File: src/adcpo_regs.vh
`ifndef ADCPO_REGS_VH
`define ADCPO_REGS_VH

// ************************************************************
// Sample format
// ************************************************************
`define ADCPO_WORD_W 15
`define ADCPO_WORD_MSB 14
`define ADCPO_IN_W 16
`define ADCPO_DIFF_W 17
`define ADCPO_POS_FULL 17'h03fff
`define ADCPO_NEG_FULL 17'h1c000
`define ADCPO_POS_CODE 15'h3fff
`define ADCPO_NEG_CODE 15'h4000
`define ADCPO_WORD_RST 15'h0000

// ************************************************************
// Timing
// ************************************************************
`define ADCPO_MCLK_PERIOD_PS 5000
`define ADCPO_STROBE_DELAY_PS 6500
// The strobe delay is rounded up to whole system clock cycles.
`define ADCPO_STROBE_DELAY_CYC 3'h2
`define ADCPO_DLY_W 3
`define ADCPO_DUTY_W 8
`define ADCPO_DUTY_TOL_PCT 16'h000a
`define ADCPO_DUTY_MAX 8'hff

`endif

File: src/adcpo_buf2.v
`timescale 1ns/1ps
module adcpo_buf2 #(
  parameter WIDTH = 16
) (
  input wire i_mclk,
  input wire i_rst_b,
  input wire i_in_valid,
  output wire o_in_ready,
  input wire [WIDTH-1:0] i_in_data,
  output wire o_out_valid,
  input wire i_out_ready,
  output wire [WIDTH-1:0] o_out_data
);

  reg [WIDTH-1:0] mem_r [0:1];
  reg wr_ptr_r;
  reg rd_ptr_r;
  reg [1:0] count_r;
  wire push;
  wire pop;

  // ************************************************************
  // Two-entry queue with honest full and empty.
  // ************************************************************
  assign o_in_ready = (count_r != 2'd2);
  assign o_out_valid = (count_r != 2'd0);
  assign o_out_data = mem_r[rd_ptr_r];
  assign push = i_in_valid && o_in_ready;
  assign pop = o_out_valid && i_out_ready;

  always @(posedge i_mclk) begin
    if (push) begin
      mem_r[wr_ptr_r] <= i_in_data;
    end
  end

  always @(posedge i_mclk) begin
    if (!i_rst_b) begin
      wr_ptr_r <= 1'b0;
      rd_ptr_r <= 1'b0;
      count_r <= 2'd0;
    end else begin
      if (push) begin
        wr_ptr_r <= ~wr_ptr_r;
      end
      if (pop) begin
        rd_ptr_r <= ~rd_ptr_r;
      end
      if (push && !pop) begin
        count_r <= count_r + 2'd1;
      end else if (pop && !push) begin
        count_r <= count_r - 2'd1;
      end
    end
  end

endmodule // adcpo_buf2

File: src/adcpo_sync.v
`timescale 1ns/1ps
module adcpo_sync #(
  parameter WIDTH = 1
) (
  input wire i_mclk,
  input wire i_rst_b,
  input wire [WIDTH-1:0] i_async,
  output reg [WIDTH-1:0] o_sync
);

  reg [WIDTH-1:0] meta_r;

  // ************************************************************
  // Two flops; the first is read only by the second.
  // ************************************************************
  always @(posedge i_mclk) begin
    if (!i_rst_b) begin
      meta_r <= {WIDTH{1'b0}};
      o_sync <= {WIDTH{1'b0}};
    end else begin
      meta_r <= i_async;
      o_sync <= meta_r;
    end
  end

endmodule // adcpo_sync

File: src/adcpo_top.v
`timescale 1ns/1ps
`include "adcpo_regs.vh"

// Behaviour
// - Sample input on conversion clock rising edge.
// - Word appears three conversion clocks after sampling.
// - Word stable at each strobe rising edge.
// - Strobe rises a delay after clock fall.
// - Fifteen-bit two's-complement word, bit 14 MSB.
// - Positive full scale gives 0 then ones.
// - Negative full scale gives 1 then zeros.
// - Overrange flag high beyond either full scale.
// - Overrange flag timed exactly like the word.
// - Overrange flag low inside full-scale range.
module adcpo_top (
  input wire i_mclk,
  input wire i_rst_b,
  input wire i_conv_clock_pos,
  input wire i_conv_clock_neg,
  input wire [`ADCPO_IN_W-1:0] i_analog_in_pos,
  input wire [`ADCPO_IN_W-1:0] i_analog_in_neg,
  input wire i_capture_ready,
  output reg [`ADCPO_WORD_W-1:0] o_sample_word,
  output reg o_overrange_flag,
  output reg o_sample_valid_strobe,
  output reg o_duty_fault,
  output reg o_sample_dropped
);

  localparam [`ADCPO_DLY_W-1:0] STROBE_DLY = `ADCPO_STROBE_DELAY_CYC;
  localparam [`ADCPO_DUTY_W-1:0] DUTY_MAX = `ADCPO_DUTY_MAX;
  localparam [1:0] ST_IDLE = 2'd0;
  localparam [1:0] ST_WAIT_FALL = 2'd1;
  localparam [1:0] ST_DELAY = 2'd2;
  localparam [1:0] ST_HIGH = 2'd3;
  localparam ENT_W = `ADCPO_WORD_W + 1;
  localparam [`ADCPO_WORD_W-1:0] CODE_POS = `ADCPO_POS_CODE;
  localparam [`ADCPO_WORD_W-1:0] CODE_NEG = `ADCPO_NEG_CODE;
  localparam [1:0] SETTLE_DONE = 2'h3;

  // ************************************************************
  // Quantiser: difference, clamp and overrange in one place.
  // ************************************************************
  function [ENT_W-1:0] adcpo_code;
    input [`ADCPO_IN_W-1:0] pos;
    input [`ADCPO_IN_W-1:0] neg;
    reg [`ADCPO_DIFF_W-1:0] diff;
    reg over_hi;
    reg over_lo;
    begin
      diff = {pos[`ADCPO_IN_W-1], pos} - {neg[`ADCPO_IN_W-1], neg};
      over_hi = !diff[`ADCPO_DIFF_W-1] && (diff > `ADCPO_POS_FULL);
      over_lo = diff[`ADCPO_DIFF_W-1] && (diff < `ADCPO_NEG_FULL);
      if (over_hi) begin
        adcpo_code = {1'b1, CODE_POS};
      end else if (over_lo) begin
        adcpo_code = {1'b1, CODE_NEG};
      end else begin
        adcpo_code = {1'b0, diff[`ADCPO_WORD_W-1:0]};
      end
    end
  endfunction

  // ************************************************************
  // Input crossing: clock and analog codes pass two flops.
  // ************************************************************
  wire [1:0] clk_sync;
  wire [`ADCPO_IN_W-1:0] in_pos_sync;
  wire [`ADCPO_IN_W-1:0] in_neg_sync;
  wire ready_sync;

  adcpo_sync #(.WIDTH(3)) u_sync_ctl (
    .i_mclk(i_mclk),
    .i_rst_b(i_rst_b),
    .i_async({i_capture_ready, i_conv_clock_pos, i_conv_clock_neg}),
    .o_sync({ready_sync, clk_sync})
  );

  // The analog codes are assumed to settle well before the clock edge, as a
  // real sampler would see them; a multi-bit flop pair is only safe then.
  adcpo_sync #(.WIDTH(2 * `ADCPO_IN_W)) u_sync_in (
    .i_mclk(i_mclk),
    .i_rst_b(i_rst_b),
    .i_async({i_analog_in_pos, i_analog_in_neg}),
    .o_sync({in_pos_sync, in_neg_sync})
  );

  // ************************************************************
  // Conversion clock edges.
  // ************************************************************
  reg conv_lvl_r;
  reg [1:0] settle_r;
  reg armed_r;
  wire conv_lvl_nxt;
  wire conv_rise;
  wire conv_fall;

  assign conv_lvl_nxt = clk_sync[1] & ~clk_sync[0];
  assign conv_rise = conv_lvl_nxt & ~conv_lvl_r & armed_r;
  assign conv_fall = ~conv_lvl_nxt & conv_lvl_r & armed_r;

  always @(posedge i_mclk) begin
    if (!i_rst_b) begin
      conv_lvl_r <= 1'b0;
    end else begin
      conv_lvl_r <= conv_lvl_nxt;
    end
  end

  // ************************************************************
  // Edge arming after reset.
  // ************************************************************
  // The synchroniser reads zero for two cycles after reset, so a clock that
  // is already high would pass for a fresh rise and a short first sample;
  // edges count only once the flops have settled and the clock was low.
  always @(posedge i_mclk) begin
    if (!i_rst_b) begin
      settle_r <= 2'h0;
      armed_r <= 1'b0;
    end else begin
      if (settle_r != SETTLE_DONE) begin
        settle_r <= settle_r + 2'h1;
      end
      if ((settle_r == SETTLE_DONE) && !conv_lvl_nxt) begin
        armed_r <= 1'b1;
      end
    end
  end

  // ************************************************************
  // Pipeline: sample, one stage, then the buffer.
  // ************************************************************
  reg [ENT_W-1:0] stage0_r;
  reg [ENT_W-1:0] stage1_r;
  reg [1:0] stage_vld_r;
  wire buf_in_ready;
  wire buf_out_valid;
  wire [ENT_W-1:0] buf_out_data;
  wire buf_push;
  wire buf_pop;
  wire out_free;

  // A full buffer halts the pipe; a converter cannot pause, so the sample
  // taken at that edge is lost and reported rather than silently skipped.
  assign buf_push = conv_rise & stage_vld_r[1];

  always @(posedge i_mclk) begin
    if (!i_rst_b) begin
      stage0_r <= {ENT_W{1'b0}};
      stage1_r <= {ENT_W{1'b0}};
      stage_vld_r <= 2'b00;
      o_sample_dropped <= 1'b0;
    end else if (conv_rise) begin
      o_sample_dropped <= !buf_in_ready && stage_vld_r[1];
      if (buf_in_ready || !stage_vld_r[1]) begin
        stage0_r <= adcpo_code(in_pos_sync, in_neg_sync);
        stage1_r <= stage0_r;
        stage_vld_r <= {stage_vld_r[0], 1'b1};
      end
    end
  end

  adcpo_buf2 #(.WIDTH(ENT_W)) u_buf (
    .i_mclk(i_mclk),
    .i_rst_b(i_rst_b),
    .i_in_valid(buf_push),
    .o_in_ready(buf_in_ready),
    .i_in_data(stage1_r),
    .o_out_valid(buf_out_valid),
    .i_out_ready(buf_pop),
    .o_out_data(buf_out_data)
  );

  // ************************************************************
  // Output stage and strobe timing.
  // ************************************************************
  reg [1:0] st_r;
  reg [1:0] st_nxt;
  reg [`ADCPO_DLY_W-1:0] dly_r;
  reg [`ADCPO_DLY_W-1:0] dly_nxt;

  assign out_free = ready_sync;
  assign buf_pop = conv_rise & buf_out_valid & out_free;

  always @(posedge i_mclk) begin
    if (!i_rst_b) begin
      o_sample_word <= `ADCPO_WORD_RST;
      o_overrange_flag <= 1'b0;
    end else if (buf_pop) begin
      // Word and flag change together on the rising edge only.
      o_sample_word <= buf_out_data[`ADCPO_WORD_W-1:0];
      o_overrange_flag <= buf_out_data[ENT_W-1];
    end
  end

  always @* begin
    st_nxt = st_r;
    dly_nxt = dly_r;
    case (st_r)
      ST_IDLE: begin
        if (buf_pop) begin
          st_nxt = ST_WAIT_FALL;
        end
      end
      ST_WAIT_FALL: begin
        if (conv_fall) begin
          st_nxt = ST_DELAY;
          dly_nxt = STROBE_DLY;
        end
      end
      ST_DELAY: begin
        if (dly_r <= 3'd1) begin
          st_nxt = ST_HIGH;
        end else begin
          dly_nxt = dly_r - 3'd1;
        end
      end
      ST_HIGH: begin
        if (buf_pop) begin
          st_nxt = ST_WAIT_FALL;
        end else if (conv_rise) begin
          st_nxt = ST_IDLE;
        end
      end
      default: begin
        st_nxt = ST_IDLE;
      end
    endcase
  end

  always @(posedge i_mclk) begin
    if (!i_rst_b) begin
      st_r <= ST_IDLE;
      dly_r <= 3'd0;
      o_sample_valid_strobe <= 1'b0;
    end else begin
      st_r <= st_nxt;
      dly_r <= dly_nxt;
      // Strobe rises the strobe delay after the clock fall, more than half a cycle after the data change, so both edges of
      // the word sit far from its rising edge.
      o_sample_valid_strobe <= (st_nxt == ST_HIGH);
    end
  end

  // ************************************************************
  // Conversion clock duty monitor.
  // ************************************************************
  reg [`ADCPO_DUTY_W-1:0] hi_cnt_r;
  reg [`ADCPO_DUTY_W-1:0] lo_cnt_r;
  reg seen_fall_r;
  wire [`ADCPO_DUTY_W:0] duty_diff;
  wire [`ADCPO_DUTY_W+7:0] duty_lhs;
  wire [`ADCPO_DUTY_W+7:0] duty_rhs;

  assign duty_diff = (hi_cnt_r > lo_cnt_r) ? {1'b0, hi_cnt_r - lo_cnt_r}
                                           : {1'b0, lo_cnt_r - hi_cnt_r};
  assign duty_lhs = {7'h00, duty_diff} * 15'd100;
  assign duty_rhs = ({8'h00, hi_cnt_r} + {8'h00, lo_cnt_r}) *
                    `ADCPO_DUTY_TOL_PCT;

  // Only a coarse check: at 200 MHz one sample is five ns, so short clock
  // periods cannot resolve a five percent error.
  always @(posedge i_mclk) begin
    if (!i_rst_b) begin
      hi_cnt_r <= 8'h00;
      lo_cnt_r <= 8'h00;
      seen_fall_r <= 1'b0;
      o_duty_fault <= 1'b0;
    end else if (conv_rise) begin
      if (seen_fall_r) begin
        o_duty_fault <= (duty_lhs > duty_rhs);
      end
      hi_cnt_r <= 8'h01;
      lo_cnt_r <= 8'h00;
      seen_fall_r <= 1'b0;
    end else if (conv_lvl_nxt) begin
      if (hi_cnt_r != DUTY_MAX) begin
        hi_cnt_r <= hi_cnt_r + 8'h01;
      end
    end else begin
      seen_fall_r <= seen_fall_r | conv_fall;
      if (lo_cnt_r != DUTY_MAX) begin
        lo_cnt_r <= lo_cnt_r + 8'h01;
      end
    end
  end

endmodule // adcpo_top

File: config.mk
export PLATFORM = sky130hd
export DESIGN_NAME = adcpo_top
export DESIGN_NICKNAME = d
export VERILOG_FILES = /design/src/adcpo_buf2.v /design/src/adcpo_sync.v /design/src/adcpo_top.v
export VERILOG_INCLUDE_DIRS = /design/src
export SDC_FILE = /design/constraint.sdc
export NUM_CORES = 1
export LEC_CHECK = 0
export ABC_CLOCK_PERIOD_IN_PS = 8400
export BUFFER_PORTS_ARGS = -buffer_cell sky130_fd_sc_hd__buf_2
export CORE_ASPECT_RATIO = 1.25
export CORE_UTILIZATION = 35
export DETAILED_ROUTE_END_ITERATION = 8
export PLACE_DENSITY_LB_ADDON = 0.15
export SETUP_SLACK_MARGIN = 0.05
export SLEW_MARGIN = 40
export SYNTH_ARGS = -nofsm -noshare
export SYNTH_HDL_FRONTEND = slang
export SYNTH_HIERARCHICAL = 1
export SYNTH_SLANG_ARGS = --single-unit
File: constraint.sdc
create_clock -name i_mclk -period 8.4 [get_ports i_mclk]
set_input_delay 1.68 -clock i_mclk [delete_from_list [all_inputs] [get_ports i_mclk]]
set_output_delay 1.68 -clock i_mclk [all_outputs]
set_load 0.02 [all_outputs]
# Word level (Yosys, flattened, before mapping)
# Memory sizes are Yosys's and may differ from the RTL's. A register that Yosys moved wholly into a read port is not among the register bits.
# Index checks and enable logic that the tools add are counted.
[word_totals]
regBits = 137
mem_bits_rw = 32
input_bits = 37
out_inout_bits = 19
elab_cells = 114
memories = 1
[mem_list]
columns = ["memory", "depth", "word_bits", "rd", "rd_clocked_by_memory_dff", "write_ports", "line_no", "source"]
rows = [
  ["u_buf.mem_r", 2, 16, 1, 1, 1, "adcpo_buf2.v:15", "reg [WIDTH-1:0] mem_r [0:1];"],
]
[op_classes]
addsub = 10
mul = 2
magnitude_cmp = 5
eq_ne = 11
n_mux = 19
bitwise_logic = 15
n_reduce_logical = 29
[ops]
columns = ["cell", "count"]
rows = [
  ["16-bit 2-to-1 mux", 2],
  ["17-bit by 14-bit greater-than comparator with 1-bit output (second input constant)", 1],
  ["17-bit less-than comparator (second input constant)", 1],
  ["16-bit by 16-bit subtractor with 17-bit output", 1],
  ["8-bit by 1-bit adder with 8-bit output (second input constant)", 2],
  ["8-bit inequality test (second input constant)", 2],
  ["8-bit subtractor", 2],
  ["15-bit by 13-bit greater-than comparator with 1-bit output", 1],
  ["2-bit 2-to-1 mux", 7],
  ["8-bit by 5-bit multiplier with 13-bit output (second input constant)", 1],
  ["9-bit by 3-bit multiplier with 12-bit output (second input constant)", 1],
  ["2-bit AND reduction", 5],
  ["2-bit nonzero test", 5],
  ["8-bit by 8-bit adder with 9-bit output", 1],
  ["1-bit bitwise AND", 8],
  ["2-bit == test (second input constant)", 4],
  ["8-bit greater-than comparator", 1],
  ["1-bit logical AND", 8],
  ["8-bit 2-to-1 mux", 1],
  ["2-bit inequality test (second input constant)", 4],
  ["2-bit case mux with 4 select lines", 1],
  ["1-bit zero test", 7],
  ["3-bit 2-to-1 mux", 2],
  ["1-bit inverter", 6],
  ["12 further kinds", 17],
]

# Depth between registers and ports, before layout
[logic_depth]
depth_word = 10
mapped_depth = 31
ltp_nobuf = 30

# By module
# Netlist, hierarchy kept.
[by_module_without_submodules]
columns = ["module", "instances", "cells_per_inst", "area_each_um2", "seq_area_each_um2"]
rows = [
  ["adcpo_top", 1, 759, 6130.9, 1581.5],
  ["adcpo_sync (u_sync_in)", 1, 134, 1791.7, 1281.2],
  ["adcpo_buf2", 1, 74, 1393.8, 1061.0],
  ["adcpo_sync (u_sync_ctl)", 1, 12, 157.7, 120.1],
]

# Least setup slack after synthesis
# Ideal clock, no wire load.
[synth_path]
path_type = "reg2reg"
startpoint = "register lo_cnt_r[0]"
endpoint = "register o_duty_fault"
setup_time_ns = 0.125
t_arrival_ns = 5.579
required_time_ns = 8.275
setup_slack_ns = 2.696
path_stages_with_launch = 31
n_path_buf = 1
synth_period_minus_slack_ns = 5.704
cell_sequence = "dfxtp_1 > ha_1 > inv_1 > fa_1 > nand3_2 > a21oi_2 > o32ai_2 > buf_6 > mux2i_1 > a21oi_2 > o21ai_0 > xor2_1 > ha_1 > ha_1 > inv_1 > fa_1 > inv_1 > ha_1 > o21ai_0 > a21oi_1 > or2_2 > a21oi_1 > xnor2_1 > ha_1 > nand4_1 > nor2_1 > nand4_1 > a21oi_1 > a21oi_1 > o21ai_0 > nand3_1"
[synth_via]
elab_chain_cells = 4
elab_cells_between_ends = 8
cone_classes = "add/sub (3); mul (2); order compare (2); mux (1)"
[synth_rtl]
columns = ["item", "line_no", "source"]
rows = [
  ["from (decl)", "adcpo_top.v:249", "reg [`ADCPO_DUTY_W-1:0] lo_cnt_r;"],
  ["from (signal assigned)", "adcpo_top.v:283", "lo_cnt_r <= lo_cnt_r + 8'h01;"],
  ["8-bit subtractor, or another cell as far along", "adcpo_top.v:256", ": {1'b0, lo_cnt_r - hi_cnt_r};"],
  ["8-bit 2-to-1 mux", "adcpo_top.v:255", "assign duty_diff = (hi_cnt_r > lo_cnt_r) ? {1'b0, hi_cnt_r - lo_cnt_r}"],
  ["8-bit by 5-bit multiplier with 13-bit output", "adcpo_top.v:257", "assign duty_lhs = {7'h00, duty_diff} * 15'd100;"],
  ["15-bit by 13-bit greater-than comparator with 1-bit output *", "adcpo_top.v:271", "o_duty_fault <= (duty_lhs > duty_rhs);"],
  ["to (signal assigned)", "adcpo_top.v:271", ""],
  ["to (decl)", "adcpo_top.v:26", "output reg o_duty_fault,"],
]
# Mark *: on every way between the ends. The rest lies on a longest branch, timed or not.
# A chain may end at the register's enable or synchronous reset.

# Worst setup path in the final report
[layout_path]
startpoint = "register hi_cnt_r[3]"
endpoint = "register o_duty_fault"
[layout_via]
elab_chain_cells = 4
elab_cells_between_ends = 8
cone_classes = "add/sub (3); mul (2); order compare (2); mux (1)"
[layout_rtl]
columns = ["item", "line_no", "source"]
rows = [
  ["from (decl)", "adcpo_top.v:248", "reg [`ADCPO_DUTY_W-1:0] hi_cnt_r;"],
  ["from (signal assigned)", "adcpo_top.v:278", "hi_cnt_r <= hi_cnt_r + 8'h01;"],
  ["8-bit subtractor, or another cell as far along", "adcpo_top.v:256", ""],
  ["8-bit 2-to-1 mux", "adcpo_top.v:255", ""],
  ["8-bit by 5-bit multiplier with 13-bit output", "adcpo_top.v:257", ""],
  ["15-bit by 13-bit greater-than comparator with 1-bit output *", "adcpo_top.v:271", ""],
]
# Marked as above.

==> results.json <==
{
  "status": "complete, no violations",
  "period_share_pct": 76.1,
  "nets": 1168,
  "postCtsHoldBufs": 0,
  "crit_arrival_ns": 6.71,
  "slowest_stage": "fa_1",
  "cp-start-kind": "flop",
  "synth_top_area_share_pct": 32.5,
  "critPathKind": "flop to flop",
  "fillers": 2666,
  "netlist-cell-type-count": 59,
  "drv_slew": 0,
  "cp.required_ns": 8.72,
  "p_total_mw": 2.28,
  "first_pass_iters": 4,
  "yosysTopAreaCell": "dfxtp_1",
  "clock_latency_ns": 0.43,
  "critPathBufInv": 4,
  "grt_pass1_wl_um": 29500,
  "final_cell_mix": "dfxtp_1, nand2_1, ha_1, inv_1, a21oi_1",
  "netlist_area_mm2": 0.00947,
  "grt_pass1_vias": 6157,
  "seqPwrFrac_pct": 41.0,
  "vias": 6411,
  "rsz0062_at_grt": "no",
  "start_util_pct": 36.0,
  "hpwl_um": 13000,
  "yosys_register_bits": 186,
  "post_drt_wl_per_cell_um": 12.7,
  "die-area_mm2": 0.0277,
  "portBuffers": 55,
  "clock-sinks": 186,
  "drtIter0Drc": 196,
  "synth_area_leaders": "dfxtp_1, ha_1, edfxtp_1",
  "drt-vias-per-instance": 4.65,
  "hold_path.class": "flop to flop",
  "slew_headroom_pct": 48.7,
  "grt_max_degree": 82,
  "postCtsSetupBuffers": 0,
  "powerDensity_mw_per_mm2": 215,
  "final_common_cell": "dfxtp_1",
  "synthCells": 979,
  "clock_power_share_pct": 35.0,
  "num_antenna_cells": 0,
  "critPathMaxStageDelay_ns": 0.50,
  "postRouteAntennaNets": 0,
  "gp_congestion": 0.828,
  "num_io_pins": 56,
  "hold_viol": 0,
  "cts_tree": "yes",
  "ys.flop_type": "dfxtp_1",
  "avgSynthCellArea_um2": 9.68,
  "rows": 66,
  "period_minus_slack_ns": 6.39,
  "fin_skew_ns": 0.0177,
  "clockBufferDepth": 2,
  "critPathTopFamily": "adder cells",
  "crit_path_max_fanout": 12,
  "cts_root_buf": "clkbuf_16",
  "synth_warnings": 6,
  "route.detailed.drc": 0,
  "p_sw_mw": 0.705,
  "synth_fp_nets": 1121,
  "pwr-share-comb_pct": 24.1,
  "tightest_slew_ns": 0.769,
  "p_leak_nw": 4.52,
  "cts_inserted_buffers": 17,
  "fmax_mhz": 156,
  "critPathCaptureType": "flop",
  "chipWidth_um": 149,
  "ys_seq_area_share_pct": 42.7,
  "setup_tns_ns": 0,
  "syn_to_final_growth_pct": 12.2,
  "gr-total-overflow": 0,
  "cts_resized": 0,
  "cap_violations": 0,
  "die_height_um": 186,
  "p_int_mw": 1.58,
  "vdd_drop_max_uv": 123,
  "grt_use_total_pct": 13.2,
  "antenna_found_initial": 0,
  "switching_share_pct": 30.9,
  "setup_viol": 0,
  "ys_async_sr_fraction_pct": 0,
  "drt-total-wl_um": 17500,
  "layout-drive-gt1-share_pct": 18.1,
  "synth_edf_count": 32,
  "htree_levels": 4,
  "clk_pin_slew_worst_paths_ns": 0.08,
  "core_area_mm2": 0.0263
}
## power groups by stage
stage / Sequential [mW] / Combinational [mW] / Clock (mW)
floorplan: 0.952 / 0.430 / 0
global placement: 0.955 / 0.545 / 0
detailed placement: 0.955 / 0.553 / 0
CTS: 0.934 / 0.557 / 0.825
global route: 0.937 / 0.639 / 0.860
finish: 0.934 / 0.549 / 0.798
## state kept, by name, summed over array words and instances, names as in the netlist, named ones only
name                   flops
u_sync_in/meta_r          32
dly_r                      3
o_sample_valid_strobe      1
o_sample_word             15
settle_r                   2
o_duty_fault               1
u_buf/rd_ptr_r             1
stage_vld_r                2
lo_cnt_r                   8
u_sync_in/o_sync          32
u_buf/mem_r               32
stage0_r                  16
u_sync_ctl/o_sync          3
u_buf/count_r              2
u_buf/wr_ptr_r             1
hi_cnt_r                   8
st_r                       2
stage1_r                  16
armed_r                    1
seen_fall_r                1
conv_lvl_r                 1
o_sample_dropped           1
u_sync_ctl/meta_r          3
o_overrange_flag           1
## path summary, 6_finish.rpt
path / from / end / slack [ns] / cells after the start
max: hi_cnt_r[3] / o_duty_fault / 2.01 / 29
min: u_sync_ctl/meta_r[1] / u_sync_ctl/o_sync[1] / 0.43 / 1
max reg2reg: hi_cnt_r[3] / o_duty_fault / 2.01 / 29
min reg2reg: u_sync_ctl/meta_r[1] / u_sync_ctl/o_sync[1] / 0.43 / 1
## synth_stat cells (5+ instances only)
master and count:
nand4_1 12, o21ai_0 38, ha_1 97, clkbuf_1 13, and2_2 64, and2_1 16
nor2_1 43, xor2_1 13, nand2b_1 11, inv_1 73, edfxtp_1 32, xnor2_1 40
a21boi_0 36, fa_1 8, o21a_1 7, nand2_1 110, o211ai_1 5, buf_2 5
dfxtp_1 154, a21o_1 10, clkbuf_2 6, nor3_1 10, a31oi_1 5, mux2i_1 11
nor2b_1 10, mux2_2 20, nand3_1 12, a21oi_1 68
## worst register-to-register path: cells and delay by family, from the launching register on
kind            cells  cell delay (ns)
compound gates     11             1.84
xor+xnor            2             0.38
fa+ha+maj           6             2.16
buf+inv             4             0.45
flops               1             0.41
mux                 1             0.36
simple gates        5             0.68
## final cells by class
cell class / count / area (um2) / area share, %
Inverter: 74 / 278 / 2.61
Sequential cell: 186 / 4040 / 38.0
Clock buffer: 18 / 429 / 4.04
Timing Repair Buffer: 60 / 315 / 2.97
Multi-Input combinational cell: 687 / 4970 / 46.7
Clock inverter: 14 / 170 / 1.60
Tap cell: 340 / 425 / 4.00
## cell families after synthesis
logic type | synth area share [%]
compound gates | 13.0
xor+xnor | 4.90
fa+ha+maj | 14.5
buf+inv | 4.87
flops | 42.7
mux | 3.54
simple gates | 16.5
## metal layers
layer / part of all wire (%) / global-route usage, %
met2: 45 / 21.6
met1: 51 / 17.8
met4: 1.2 / 3.55
met3: 2.2 / 2.23
met5: 0 / 0
## through the flow
step | hold slack, ns | instances | setup WS [ns] | cell area [um2] | util [%]
detailed placement | 0.419 | 1347 | 2.06 | 10000 | 38.1
finish | 0.431 | 1379 | 2.01 | 10600 | 40.4
global placement | 0.417 | 1347 | 2.26 | 10000 | 38.1
CTS | 0.437 | 1379 | 2.06 | 10600 | 40.4
floorplan | 0.406 | 979 | 2.70 | 9470 | -
global route | 0.456 | 1379 | 1.56 | 10600 | 40.4
Power figures use the tool's default switching activity.
